File: src/hw/eic_defs.vh
// Constants for the external interrupt control block.
// Assumes inclusion by the Verilog-2005 design files and by the SystemVerilog bench.
`ifndef EIC_DEFS_VH
`define EIC_DEFS_VH

// ****************************************
// Register byte addresses (extra control and source select only halfword aligned)
// ****************************************
`define EIC_ADDR_W 16
`define EIC_OFS_EXTRA_CTRL 16'hf19e
`define EIC_OFS_EDGE_CFG 16'hf1c0
`define EIC_OFS_SRC_SEL 16'hf1da
`define EIC_OFS_GEN_BASE 16'hf200
`define EIC_OFS_GEN_LAST 16'hf21c
`define EIC_OFS_STATUS 16'hf220
`define EIC_OFS_MASK 16'hf224
`define EIC_OFS_WIN 16'hf228

// ****************************************
// Control register field layout
// ****************************************
`define EIC_CTRL_W 8
`define EIC_BIT_REQ 7
`define EIC_BIT_EN 6
`define EIC_PRIO_HI 5
`define EIC_PRIO_LO 2
`define EIC_GRP_HI 1
`define EIC_GRP_LO 0
`define EIC_CTRL_RST 8'h00
`define EIC_CFG_RST 16'h0000

// ****************************************
// Selector and edge encodings
// ****************************************
`define EIC_SS_PIN 2'h0
`define EIC_SS_ALT 2'h1
`define EIC_SS_OR 2'h2
`define EIC_SS_AND 2'h3
`define EIC_ES_OFF 2'h0
`define EIC_ES_RISE 2'h1
`define EIC_ES_FALL 2'h2
`define EIC_ES_ANY 2'h3

// ****************************************
// Sizes
// ****************************************
`define EIC_NCH 8
`define EIC_NSRC 9
`define EIC_IDX_W 4
`define EIC_EXTRA_IDX 4'h8

`endif

File: src/hw/eic_chan.v
// One external interrupt channel: source select, sync, edge detect.
// Assumes pin and alternate inputs may be asynchronous to clk_i.
`timescale 1ns/1ps
`default_nettype none
`include "eic_defs.vh"

module eic_chan
(
    // Clock and reset
    input wire clk_i,
    input wire rst_i,
    // Inputs and configuration
    input wire pin_i,
    input wire alt_i,
    input wire [1:0] sel_i,
    input wire [1:0] edge_i,
    // Results
    output wire event_o,
    output wire wake_o,
    output wire level_o
);

    // ****************************************
    // Synchronisers and history
    // ****************************************
    reg pin_s1_ff; // First stage, pin
    reg pin_s2_ff; // Second stage, pin
    reg alt_s1_ff; // First stage, alternate
    reg alt_s2_ff; // Second stage, alternate
    reg lvl_ff; // Previous combined level
    reg nxt_lvl; // Combined level now
    reg start_ff; // Combined level captured every cycle, same as lvl_ff
    reg rise;
    reg fall;

    // Two flip-flops per external input
    always @(posedge clk_i)
    begin
        if (rst_i)
        begin
            pin_s1_ff <= 1'b0;
            pin_s2_ff <= 1'b0;
            alt_s1_ff <= 1'b0;
            alt_s2_ff <= 1'b0;
        end
        else
        begin
            pin_s1_ff <= pin_i;
            pin_s2_ff <= pin_s1_ff;
            alt_s1_ff <= alt_i;
            alt_s2_ff <= alt_s1_ff;
        end
    end

    // Source combiner
    always @*
    begin
        case (sel_i)
            `EIC_SS_PIN: nxt_lvl = pin_s2_ff;
            `EIC_SS_ALT: nxt_lvl = alt_s2_ff;
            `EIC_SS_OR: nxt_lvl = pin_s2_ff | alt_s2_ff;
            `EIC_SS_AND: nxt_lvl = pin_s2_ff & alt_s2_ff;
            default: nxt_lvl = pin_s2_ff;
        endcase
    end

    // Level history for edges; start level tracks every cycle
    always @(posedge clk_i)
    begin
        if (rst_i)
        begin
            lvl_ff <= 1'b0;
            start_ff <= 1'b0;
        end
        else
        begin
            lvl_ff <= nxt_lvl;
            start_ff <= nxt_lvl;
        end
    end

    // Edge decode per edge field
    always @*
    begin
        rise = nxt_lvl & ~lvl_ff;
        fall = ~nxt_lvl & lvl_ff;
    end

    assign event_o = (edge_i == `EIC_ES_RISE) ? rise :
                     (edge_i == `EIC_ES_FALL) ? fall :
                     (edge_i == `EIC_ES_ANY) ? (rise | fall) :
                     1'b0;
    // Wake level: off ignores, high, low, any change
    assign wake_o = (edge_i == `EIC_ES_RISE) ? nxt_lvl :
                    (edge_i == `EIC_ES_FALL) ? ~nxt_lvl :
                    (edge_i == `EIC_ES_ANY) ? (nxt_lvl ^ start_ff) :
                    1'b0;
    assign level_o = nxt_lvl;

endmodule

`default_nettype wire

File: src/hw/eic_top.v
// External interrupt controller: eight channels, nine control regs.
// Assumes a classic Wishbone master on clk_i; pins are asynchronous.
//
// Function
// Four-bit priority, all ones highest
// Two-bit group level breaks priority ties
// Enable bit gates request into arbitration
// Request flag shows pending, software writable
// Control layout req7 en6 prio5:2 grp1:0
// Extra source control uses same layout
// Selector: pin, alternate, OR, AND
// Edge field picks edge and wake level
//
// Chosen here: register access over Wishbone.
`timescale 1ns/1ps
`default_nettype none
`include "eic_defs.vh"

module eic_top
(
    // Clock and reset
    input wire clk_i,
    input wire rst_i,
    // Wishbone slave
    input wire wb_cyc_i,
    input wire wb_stb_i,
    input wire wb_we_i,
    input wire [15:0] wb_adr_i,
    input wire [3:0] wb_sel_i,
    input wire [31:0] wb_dat_i,
    output reg [31:0] wb_dat_o,
    output wire wb_ack_o,
    // External inputs
    input wire [7:0] external_irq_input_i,
    input wire [7:0] alt_src_i,
    input wire extra_src_req_i,
    // Arbitration result
    output reg req_valid_o,
    output reg [3:0] req_id_o,
    output reg [3:0] req_prio_o,
    output reg [1:0] req_grp_o,
    // Wake and interrupt
    output reg wake_o,
    output wire irq_o
);

    // ****************************************
    // Registers
    // ****************************************
    reg [7:0] ctrl_ff [0:8]; // Per-source control, 8 is extra
    reg [15:0] ext_irq_edge_config_ff; // Edge fields
    reg [15:0] ext_irq_source_select_ff; // Source fields
    reg [8:0] stat_ff; // Sticky event status
    reg [8:0] mask_ff; // Interrupt mask
    reg ack_ff; // Bus acknowledge
    reg extra_s1_ff; // Extra source sync stage 1
    reg extra_s2_ff; // Extra source sync stage 2
    reg extra_d_ff; // Extra source history
    wire [8:0] evt; // Event pulses per source
    wire [7:0] wake; // Wake levels per channel
    wire [7:0] lvl; // Combined levels (unused beyond debug)
    wire acc; // Bus access this cycle
    wire wr; // Write strobe
    wire [3:0] gidx; // Control register index
    wire gsel; // Address hits a control register

    // ****************************************
    // Bus decode
    // ****************************************
    assign acc = wb_cyc_i & wb_stb_i & ~ack_ff;
    assign wr = acc & wb_we_i & wb_sel_i[0];
    assign gidx = wb_adr_i[5:2];
    assign gsel = (wb_adr_i >= `EIC_OFS_GEN_BASE) &&
                  (wb_adr_i <= `EIC_OFS_GEN_LAST) &&
                  (wb_adr_i[1:0] == 2'h0);
    assign wb_ack_o = ack_ff;

    // Single cycle acknowledge, dropped after one clock
    always @(posedge clk_i)
    begin
        if (rst_i)
            ack_ff <= 1'b0;
        else
            ack_ff <= acc;
    end

    // ****************************************
    // Channels
    // ****************************************
    genvar g;
    generate
        for (g = 0; g < `EIC_NCH; g = g + 1)
        begin : gen_ch
            eic_chan u_ch
            (
                .clk_i(clk_i),
                .rst_i(rst_i),
                .pin_i(external_irq_input_i[g]),
                .alt_i(alt_src_i[g]),
                .sel_i(ext_irq_source_select_ff[2*g+1:2*g]),
                .edge_i(ext_irq_edge_config_ff[2*g+1:2*g]),
                .event_o(evt[g]),
                .wake_o(wake[g]),
                .level_o(lvl[g])
            );
        end
    endgenerate

    // Extra source: synchronised, rising edge is its request
    always @(posedge clk_i)
    begin
        if (rst_i)
        begin
            extra_s1_ff <= 1'b0;
            extra_s2_ff <= 1'b0;
            extra_d_ff <= 1'b0;
        end
        else
        begin
            extra_s1_ff <= extra_src_req_i;
            extra_s2_ff <= extra_s1_ff;
            extra_d_ff <= extra_s2_ff;
        end
    end
    assign evt[8] = extra_s2_ff & ~extra_d_ff;

    // ****************************************
    // Control registers
    // ****************************************
    // Request flag set by event wins over software write
    integer i;
    always @(posedge clk_i)
    begin
        if (rst_i)
        begin
            for (i = 0; i < `EIC_NSRC; i = i + 1)
                ctrl_ff[i] <= `EIC_CTRL_RST;
        end
        else
        begin
            for (i = 0; i < `EIC_NSRC; i = i + 1)
            begin
                if (wr && gsel && gidx == i[3:0])
                    ctrl_ff[i] <= wb_dat_i[7:0];
                else if (wr && i == 8 &&
                         wb_adr_i == `EIC_OFS_EXTRA_CTRL)
                    ctrl_ff[i] <= wb_dat_i[7:0];
                if (evt[i])
                    ctrl_ff[i][`EIC_BIT_REQ] <= 1'b1;
            end
        end
    end

    // Configuration and interrupt registers
    always @(posedge clk_i)
    begin
        if (rst_i)
        begin
            ext_irq_edge_config_ff <= `EIC_CFG_RST;
            ext_irq_source_select_ff <= `EIC_CFG_RST;
            stat_ff <= 9'h000;
            mask_ff <= 9'h000;
        end
        else
        begin
            if (wr && wb_adr_i == `EIC_OFS_EDGE_CFG && wb_sel_i[1])
                ext_irq_edge_config_ff <= wb_dat_i[15:0];
            if (wr && wb_adr_i == `EIC_OFS_SRC_SEL && wb_sel_i[1])
                ext_irq_source_select_ff <= wb_dat_i[15:0];
            if (wr && wb_adr_i == `EIC_OFS_MASK && wb_sel_i[1])
                mask_ff <= wb_dat_i[8:0];
            // Write one to clear; new events win
            if (wr && wb_adr_i == `EIC_OFS_STATUS && wb_sel_i[1])
                stat_ff <= (stat_ff & ~wb_dat_i[8:0]) | evt;
            else
                stat_ff <= stat_ff | evt;
        end
    end

    assign irq_o = |(stat_ff & mask_ff);

    // ****************************************
    // Read mux
    // ****************************************
    always @(posedge clk_i)
    begin
        if (rst_i)
            wb_dat_o <= 32'h0000_0000;
        else if (acc && !wb_we_i)
        begin
            if (gsel && gidx < `EIC_NSRC)
                wb_dat_o <= {24'h000000, ctrl_ff[gidx]};
            else if (wb_adr_i == `EIC_OFS_EXTRA_CTRL)
                wb_dat_o <= {24'h000000, ctrl_ff[8]};
            else if (wb_adr_i == `EIC_OFS_EDGE_CFG)
                wb_dat_o <= {16'h0000, ext_irq_edge_config_ff};
            else if (wb_adr_i == `EIC_OFS_SRC_SEL)
                wb_dat_o <= {16'h0000, ext_irq_source_select_ff};
            else if (wb_adr_i == `EIC_OFS_STATUS)
                wb_dat_o <= {23'h000000, stat_ff};
            else if (wb_adr_i == `EIC_OFS_MASK)
                wb_dat_o <= {23'h000000, mask_ff};
            else if (wb_adr_i == `EIC_OFS_WIN)
                wb_dat_o <= {28'h0000000, req_id_o};
            else
                wb_dat_o <= 32'h0000_0000;
        end
    end

    // ****************************************
    // Arbitration
    // ****************************************
    reg found;
    reg [3:0] best_id;
    reg [5:0] best_key;
    reg [5:0] key;
    integer k;
    // Highest priority then group wins; enable gates entry
    always @*
    begin
        found = 1'b0;
        best_id = 4'h0;
        best_key = 6'h00;
        key = 6'h00;
        for (k = 0; k < `EIC_NSRC; k = k + 1)
        begin
            key = ctrl_ff[k][`EIC_PRIO_HI:`EIC_GRP_LO];
            if (ctrl_ff[k][`EIC_BIT_REQ] &&
                ctrl_ff[k][`EIC_BIT_EN] &&
                (!found || key > best_key))
            begin
                found = 1'b1;
                best_key = key;
                best_id = k[3:0];
            end
        end
    end

    // Registered arbitration result
    always @(posedge clk_i)
    begin
        if (rst_i)
        begin
            req_valid_o <= 1'b0;
            req_id_o <= 4'h0;
            req_prio_o <= 4'h0;
            req_grp_o <= 2'h0;
            wake_o <= 1'b0;
        end
        else
        begin
            req_valid_o <= found;
            req_id_o <= best_id;
            req_prio_o <= best_key[5:2];
            req_grp_o <= best_key[1:0];
            wake_o <= |wake;
        end
    end

endmodule

`default_nettype wire

File: config.mk
export PLATFORM = sky130hd
export DESIGN_NAME = eic_top
export DESIGN_NICKNAME = d
export VERILOG_FILES = /design/src/hw/eic_chan.v /design/src/hw/eic_top.v
export VERILOG_INCLUDE_DIRS = /design/src /design/src/hw
export SDC_FILE = /design/constraint.sdc
export NUM_CORES = 1
export LEC_CHECK = 0
export BUFFER_PORTS_ARGS = -buffer_cell sky130_fd_sc_hd__buf_2
export CAP_MARGIN = 20
export CORE_MARGIN = 4
export CORE_UTILIZATION = 55
export DETAILED_ROUTE_END_ITERATION = 8
export PLACE_DENSITY_LB_ADDON = 0.1
export SKIP_CTS_REPAIR_TIMING = 1
export SLEW_MARGIN = 15
export SYNTH_ARGS = -nofsm -noshare
export SYNTH_HDL_FRONTEND = slang
export SYNTH_HIERARCHICAL = 1
export SYNTH_SLANG_ARGS = --single-unit
File: constraint.sdc
create_clock -name clk_i -period 16 [get_ports clk_i]
set_input_delay 3.2 -clock clk_i [delete_from_list [all_inputs] [get_ports clk_i]]
set_output_delay 3.2 -clock clk_i [all_outputs]
set_load 0.005 [all_outputs]
==> summary.txt, run 1 <==
Run status: finished clean
TritonRoute pass-1 iters: 8
CP Max Fanout: 18
Top Family by Delay on Critical Path: compound AO/OA/AOI/OAI gates
Setup TNS: 0 ns
Final wirelength: 28200 um
Layout area overhead: 11.5%
Drt wl/cell: 20.9 um
Yosys warning total: 6
WS Path Type: flip-flop to flip-flop
RSZ-0062 raised after global routing: false
Total congestion overflow: 0
Most frequent cell after synthesis: nand2_1
Synth Cell Area: 10100 um2
H-tree depth: 4
Final hold vios: 0
Root Buffer: clkbuf_16
LEAKAGE: 4.35 nW
Hold crit path type: flip-flop to flip-flop
Achievable Freq: 0.0680 GHz
Area contributors post-synth: dfxtp_1, edfxtp_1, nand2_1
Post-Syn Instances: 1039
Placeable Area: 18000 um2
Initial drt markers: 910
Design Area, Final: 11300 um2
TritonCTS clock tree: done
Ratio of cells with drive above 1 in the final layout: 0.173
Top-area cell type share of the netlist area: 0.241
Worst Setup End Kind: flip-flop
CTS Sinks: 194
Critical path buffers and inverters: 4
Cell accounting for the most synthesized area: dfxtp_1
ANT nets after route: 0
Clock Skew: 0.0121 ns
Rows: 49
Minimum clock period: 14.70 ns
Worst-path clk slew: 0.08 ns
Vias in the first global route: 7724
Cell mode on critical path: ha_1
Dpl hpwl: 21000 um
Relative slew slack: 0.356
Synth cell types: 70
Diode count: 0
Number of enable flip-flop cells after synthesis: 72
Global-route wire length before repair: 43100 um
Residual DRC: 0
Die ar.: 20600 um2
Register area share after synthesis: 0.455
# IOs: 120
Via density: 6.14
Initial antenna violation count: 0
Post-Place Cell Area: 10700 um2
Final setup fails: 0
Top_reg_cell synth: dfxtp_1
Total CTS buffers: 17
Largest net degree at the start of global routing: 46
Final #Nets: 1230
Max Buffers Root-to-Sink: 2
Die W: 144 um
Startpoint class of the critical path: flip-flop
Fraction of registers with async set/reset: 0
PortBufs: 85
GRT Total Usage: 0.276
Later-pin clock latency in the skew report: 0.44 ns
Vias: 8290
Initial core utilization: 0.562
Fin. max-slew vios: 0
Top post-synthesis cells by count: nand2_1, dfxtp_1, a21oi_1
CP required: 16.36 ns
Max incr delay on CP: 0.55 ns
Die height: 144 um
Fin crit share: 0.919
Synthesized flop and latch total: 194
Syn avg cell area: 9.74 um2
CP max stage cell: o211ai_1
Worst EP arrival: 15.05 ns
VDD IR max: 102 uV
Hold slack: 0.437 ns
GP Congestion: 0.923
Max-cap violations: 0
Actual slew at the worst max-slew pin: 0.960 ns
Cell Pwr Density: 94.0 nW/um2
## logic make-up after synthesis
logic type,synth area share
other,0.000370
AND/OR/NAND/NOR,0.193
multiplexers,0.0702
flip-flops,0.455
adder cells (fa/ha/maj),0.0593
buffers and inverters,0.0388
AO/OA/AOI/OAI,0.183
## placed cells by master (no fill, tap or decap), drive strengths merged, types with 6 or more instances in the layout
cell type / count
nor3: 13
ha: 48
nand4: 6
and2: 30
o21a: 22
nand2: 171
a222oi: 6
a22o: 11
o21ai: 41
o31ai: 6
nand2b: 9
a22oi: 17
conb: 16
a21oi: 80
nor2: 40
nand3b: 7
o22ai: 8
buf: 93
dfxtp: 122
mux2i: 35
nand3: 18
a31oi: 15
clkbuf: 17
or2: 14
a211oi: 7
clkinv: 7
nor2b: 67
inv: 35
mux4: 16
a21o: 10
edfxtp: 72
o21bai: 6
## area by class of cell
class	count	area, um2
Clock buffer	17	425
Clock inverter	15	165
Fill cell	1579	6730
Multi-Input combinational cell	775	5220
Inverter	27	101
Sequential cell	194	4600
Tap cell	229	287
Timing Repair Buffer	93	488
## flip-flops by register name (all words and copies together) (netlist names)
register and count:
ctrl_ff 72, ext_irq_edge_config_ff 16, ext_irq_source_select_ff 16, wb_dat_o 16, mask_ff 9, stat_ff 9
gen_ch.u_ch/alt_s1_ff 8, gen_ch.u_ch/alt_s2_ff 8, gen_ch.u_ch/pin_s1_ff 8, gen_ch.u_ch/pin_s2_ff 8, gen_ch.u_ch/start_ff 8, req_id_o 4
req_prio_o 4, req_grp_o 2, extra_d_ff 1, extra_s1_ff 1, extra_s2_ff 1, req_valid_o 1
wake_o 1, wb_ack_o 1
## per-stage QoR
step	setup slack, ns	total power (W)	cells	util
2_1_floorplan	2.94	0.000612	1054	-
3_3_place_gp	1.16	0.000646	1318	0.593
3_5_place_dp	1.08	0.000647	1318	0.593
4_1_cts	1.01	0.00106	1350	0.626
5_1_grt	0.0718	0.00110	1350	0.626
6_report	1.30	0.00106	1350	0.626
## worst reg2reg max path, delay by kind of cell, from the launching register on
family | cells | cell delay, ns
flops | 1 | 0.44
simple gates | 17 | 3.68
fa+ha+maj | 8 | 2.39
compound gates | 25 | 6.85
mux | 2 | 0.67
buf+inv | 4 | 0.56
## where the power goes
part           switching (W)  leakage (nW)  internal [W]
sequential         0.0000101          1.74      0.000524
combinational      0.0000600          2.31     0.0000436
clock               0.000214         0.292      0.000210
## path summary, 6_finish.rpt
| check | startpoint | end | slack [ns] | depth (start not counted) |
|---|---|---|---|---|
| hold / removal | gen_ch[3].u_ch/alt_s1_ff | gen_ch[3].u_ch/alt_s2_ff | 0.44 | 1 |
| setup reg to reg | ctrl_ff[0][7] | req_grp_o[0] | 1.30 | 56 |
| setup / recovery | ctrl_ff[0][7] | req_grp_o[0] | 1.30 | 56 |
| hold reg to reg | gen_ch[3].u_ch/alt_s1_ff | gen_ch[3].u_ch/alt_s2_ff | 0.44 | 1 |
## metal layers
metal,vias up,wire length (um),GRT usage
li1,3909,-,-
met1,3955,12400,0.397
met2,368,12800,0.419
met3,58,2230,0.0496
met4,0,865,0.102
met5,-,0,0
Note: power is estimated with default switching activity, not from simulation.
==> run 2, diff against run 1 <==
ABC_CLOCK_PERIOD_IN_PS = 15400   (was unset)
clock period = 15.4 ns   (was 16 ns; I/O delays follow)
==> run 2 against run 1 <==
  * Non-clock buffer count increased by 5
  * Count of clock-buffer cells in the layout increased by 1
  * Register-to-register slack got worse by 0.07 ns
  * Largest power group unchanged
  * Critical path type unchanged
  * Critical endpoint unchanged
  * Combinational power increased by 4%
  * Total power increased by 4.9%
  * Cell area increased by 0.28%
  * Worst hold slack improved by 0.00060 ns
==> summary.txt, run 2 (synthesis gave the netlist of run 1 again) <==
Fin crit share: 0.920
Logic pwr share: 0.097
Clock Skew: 0.0160 ns
Drt wl/cell: 21.0 um
Initial antenna violation count: 0
Run status: finished clean
Total power: 0.00111 W
WS Path Type: flip-flop to flip-flop
Worst-path clk slew: 0.08 ns
Setup TNS: 0 ns
Setup crit end: req_grp_o[0]
Layout area overhead: 11.9%
Residual DRC: 0
Final wirelength: 28400 um
Via density: 6.15
Die W: 144 um
CP Launch Point: ctrl_ff[0][7]
Vias: 8332
# IOs: 120
Critical path buffers and inverters: 6
Top Family by Delay on Critical Path: compound AO/OA/AOI/OAI gates
Switching share of power: 0.265
FF/Latch Area: 4600 um2
CTS Sinks: 194
Final #Nets: 1235
Hold crit path type: flip-flop to flip-flop
CP required: 15.77 ns
Final setup fails: 0
Sequential share of power: 0.498
Startpoint class of the critical path: flip-flop
Later-pin clock latency in the skew report: 0.45 ns
Minimum clock period: 14.16 ns
Fillers: 1527
LEAKAGE: 4.37 nW
Worst Setup End Kind: flip-flop
Levels on crit path: 57
Final hold vios: 0
Global-route wire length before repair: 43500 um
TritonCTS clock tree: done
Worst r2r src: ctrl_ff[0][7]
Clock share of power: 0.405
Post-Place Cell Area: 10700 um2
Max Buffers Root-to-Sink: 2
Vias in the first global route: 7702
Rows: 49
NetSw: 0.000295 W
Root Buffer: clkbuf_16
Ratio of cells with drive above 1 in the final layout: 0.175
Total CTS buffers: 17
Worst EP arrival: 14.53 ns
Die ar.: 20600 um2
Diode count: 0
Initial core utilization: 0.562
VDD IR max: 83.5 uV
GP Congestion: 0.911
Max-cap violations: 0
Max reg flops: 72
Minimum setup slack among reg-to-reg paths: 1.24 ns
Commonest non-fill, non-tap cell in the layout: nand2_1
ANT nets after route: 0
Reg2Reg Capture Point: req_grp_o[0]
CP max stage cell: or4_1
Cell Pwr Density: 98.3 nW/um2
Largest net degree at the start of global routing: 73
RSZ-0062 raised after global routing: false
Initial drt markers: 737
Actual slew at the worst max-slew pin: 1.05 ns
Cell mode on critical path: ha_1
Die height: 144 um
Multi-input logic area: 5200 um2
Internal: 0.000818 W
Total congestion overflow: 0
PortBufs: 85
Placeable Area: 18000 um2
Dpl hpwl: 21100 um
Biggest register: ctrl_ff
Length in cells of the worst reg-to-reg path: 57
Relative slew slack: 0.293
H-tree depth: 4
CP Max Fanout: 18
GRT Total Usage: 0.278
Achievable Freq: 0.0706 GHz
Fin. max-slew vios: 0
Design Area, Final: 11300 um2
Max incr delay on CP: 0.52 ns
Commonest cells after routing, fill and taps aside: nand2_1, dfxtp_1, buf_2, a21oi_1, edfxtp_1
TritonRoute pass-1 iters: 7
run 2: metal layers:
metal,track usage,share of wire,up-vias
li1,-,-,3923
met1,0.403,0.43,3983
met2,0.436,0.47,378
met3,0.0496,0.084,48
met4,0.0704,0.018,0
met5,0,0,-
run 2: area by class of cell:
cell class,count,area share
clock inverters,14,0.0136
clock buffers,18,0.0398
multi-input cells,775,0.460
flip-flops and latches,194,0.407
well taps,229,0.0253
repair buffers,98,0.0462
inverters,27,0.00895
run 2: power groups by stage:
stage | sequential (W) | combinational [W] | clock, W
2_1_floorplan | 0.000562 | 0.0000735 | 0
3_3_place_gp | 0.000566 | 0.000105 | 0
3_5_place_dp | 0.000567 | 0.000106 | 0
4_1_cts | 0.000555 | 0.000107 | 0.000456
5_1_grt | 0.000556 | 0.000120 | 0.000477
6_report | 0.000555 | 0.000108 | 0.000450
run 2: worst min-delay path by stage:
| stage | startpoint | endpoint | slack [ns] | cells after the start |
|---|---|---|---|---|
| final | gen_ch[1].u_ch/alt_s1_ff | gen_ch[1].u_ch/alt_s2_ff | 0.44 | 1 |
| after global routing | gen_ch[5].u_ch/pin_s1_ff | gen_ch[5].u_ch/pin_s2_ff | 0.46 | 1 |
| after CTS | gen_ch[3].u_ch/pin_s1_ff | gen_ch[3].u_ch/pin_s2_ff | 0.44 | 1 |
| after detailed placement | gen_ch[3].u_ch/pin_s1_ff | gen_ch[3].u_ch/pin_s2_ff | 0.43 | 1 |
| after global placement | gen_ch[7].u_ch/pin_s1_ff | gen_ch[7].u_ch/pin_s2_ff | 0.42 | 1 |
| after floorplan | extra_s1_ff | extra_s2_ff | 0.41 | 1 |
run 2: through the flow:
stage / worst slack (ns) / cells / hold slack (ns) / util
2_1_floorplan: 2.34 / 1054 / 0.414 / -
3_3_place_gp: 1.12 / 1320 / 0.416 / 0.594
3_5_place_dp: 1.12 / 1320 / 0.425 / 0.594
4_1_cts: 1.04 / 1352 / 0.445 / 0.627
5_1_grt: 0.245 / 1355 / 0.455 / 0.628
6_report: 1.24 / 1355 / 0.438 / 0.628
==> run 3, diff against run 2 <==
REMOVE_ABC_BUFFERS = 1   (was unset)
==> run 3 against run 2 <==
  * Sequential power barely moved
  * Core utilization fell by 0.31 points
  * Flip-flop and latch count did not move
  * First-iteration DRC count rose by 28%
  * Combinational power barely moved
  * Die area did not move
  * Via count barely moved
  * Global-route usage fell by 0.33 points
  * Non-clock buffer count fell by 5
  * Largest cell class unchanged
  * Largest power group unchanged
==> summary.txt, run 3 (synthesis gave the netlist of run 1 again) <==
Total congestion overflow: 0
Later-pin clock latency in the skew report: 0.44 ns
NetSw: 0.000294 W
Startpoint class of the critical path: flip-flop
Setup TNS: 0 ns
Initial drt markers: 942
H-tree depth: 4
Residual DRC: 0
CP Max Fanout: 18
Hold crit path type: flip-flop to flip-flop
Sequential share of power: 0.503
Fin. max-slew vios: 0
Ratio of cells with drive above 1 in the final layout: 0.171
Layout area overhead: 11.3%
Diode count: 0
Critical path buffers and inverters: 4
VDD IR max: 87.3 uV
CTS Sinks: 194
Global-route wire length before repair: 43200 um
Minimum clock period: 14.42 ns
Vias: 8337
Minimum setup slack among reg-to-reg paths: 0.98 ns
Final wirelength: 28000 um
Max-cap violations: 0
Initial antenna violation count: 0
Die W: 144 um
TritonCTS clock tree: done
ANT nets after route: 0
CP required: 15.76 ns
Clock share of power: 0.398
WS Path Type: flip-flop to flip-flop
Max reg flops: 72
Total power: 0.00110 W
Commonest non-fill, non-tap cell in the layout: nand2_1
Cell mode on critical path: ha_1
Max Buffers Root-to-Sink: 2
Final #Nets: 1230
Clock Skew: 0.0113 ns
Biggest register: ctrl_ff
Logic pwr share: 0.099
Vias in the first global route: 7714
Initial core utilization: 0.562
Commonest cells after routing, fill and taps aside: nand2_1, dfxtp_1, buf_2, a21oi_1, edfxtp_1
Final hold vios: 0
LEAKAGE: 4.33 nW
Actual slew at the worst max-slew pin: 0.994 ns
Fillers: 1520
GP Congestion: 0.914
Achievable Freq: 0.0693 GHz
Rows: 49
Run status: finished clean
Placeable Area: 18000 um2
Switching share of power: 0.267
GRT Total Usage: 0.275
Worst Setup End Kind: flip-flop
Dpl hpwl: 20500 um
Die ar.: 20600 um2
Via density: 6.18
Top Family by Delay on Critical Path: compound AO/OA/AOI/OAI gates
Final setup fails: 0
Root Buffer: clkbuf_16
Max incr delay on CP: 0.53 ns
Design Area, Final: 11300 um2
Internal: 0.000809 W
Die height: 144 um
Worst-path clk slew: 0.07 ns
RSZ-0062 raised after global routing: false
Total CTS buffers: 17
Post-Place Cell Area: 10700 um2
PortBufs: 85
Fin crit share: 0.937
CP max stage cell: and2_1
Cell Pwr Density: 97.9 nW/um2
# IOs: 120
Worst EP arrival: 14.78 ns
TritonRoute pass-1 iters: 5
Drt wl/cell: 20.8 um
Relative slew slack: 0.333
Largest net degree at the start of global routing: 67
run 3: cell type report:
type / count / area, um2 / area share
clock buffers: 17 / 425 / 0.0378
clock inverters: 15 / 161 / 0.0143
inverters: 27 / 101 / 0.00899
multi-input cells: 775 / 5200 / 0.462
flip-flops and latches: 194 / 4600 / 0.409
well taps: 229 / 287 / 0.0254
repair buffers: 93 / 488 / 0.0433
run 3: power by group through the flow:
stage | Sequential, W | Clock [W] | Combinational [W]
final | 0.000555 | 0.000439 | 0.000109
after global routing | 0.000557 | 0.000465 | 0.000121
after CTS | 0.000555 | 0.000443 | 0.000108
after detailed placement | 0.000567 | 0 | 0.000107
after global placement | 0.000566 | 0 | 0.000105
after floorplan | 0.000562 | 0 | 0.0000645
run 3: through the flow:
step | setup slack [ns] | hold slack [ns] | instances | utilization
finish | 0.977 | 0.438 | 1350 | 0.625
global route | 0.0826 | 0.451 | 1350 | 0.625
CTS | 0.820 | 0.437 | 1349 | 0.625
detailed placement | 0.930 | 0.422 | 1317 | 0.592
global placement | 1.06 | 0.416 | 1317 | 0.592
floorplan | 2.98 | 0.414 | 996 | -
run 3: layer usage:
metal | up-vias | part of all wire | GRT usage
li1 | 3917 | - | -
met1 | 4029 | 0.44 | 0.386
met2 | 345 | 0.47 | 0.442
met3 | 46 | 0.071 | 0.0499
met4 | 0 | 0.022 | 0.0748
met5 | - | 0 | 0
run 3: final timing paths:
path	startpoint	to	cells after the start
worst min-delay path	gen_ch[7].u_ch/pin_s1_ff	gen_ch[7].u_ch/pin_s2_ff	1
worst max-delay path	ctrl_ff[0][7]	req_prio_o[3]	56
worst max register to register	ctrl_ff[0][7]	req_prio_o[3]	56
worst min register to register	gen_ch[7].u_ch/pin_s1_ff	gen_ch[7].u_ch/pin_s2_ff	1
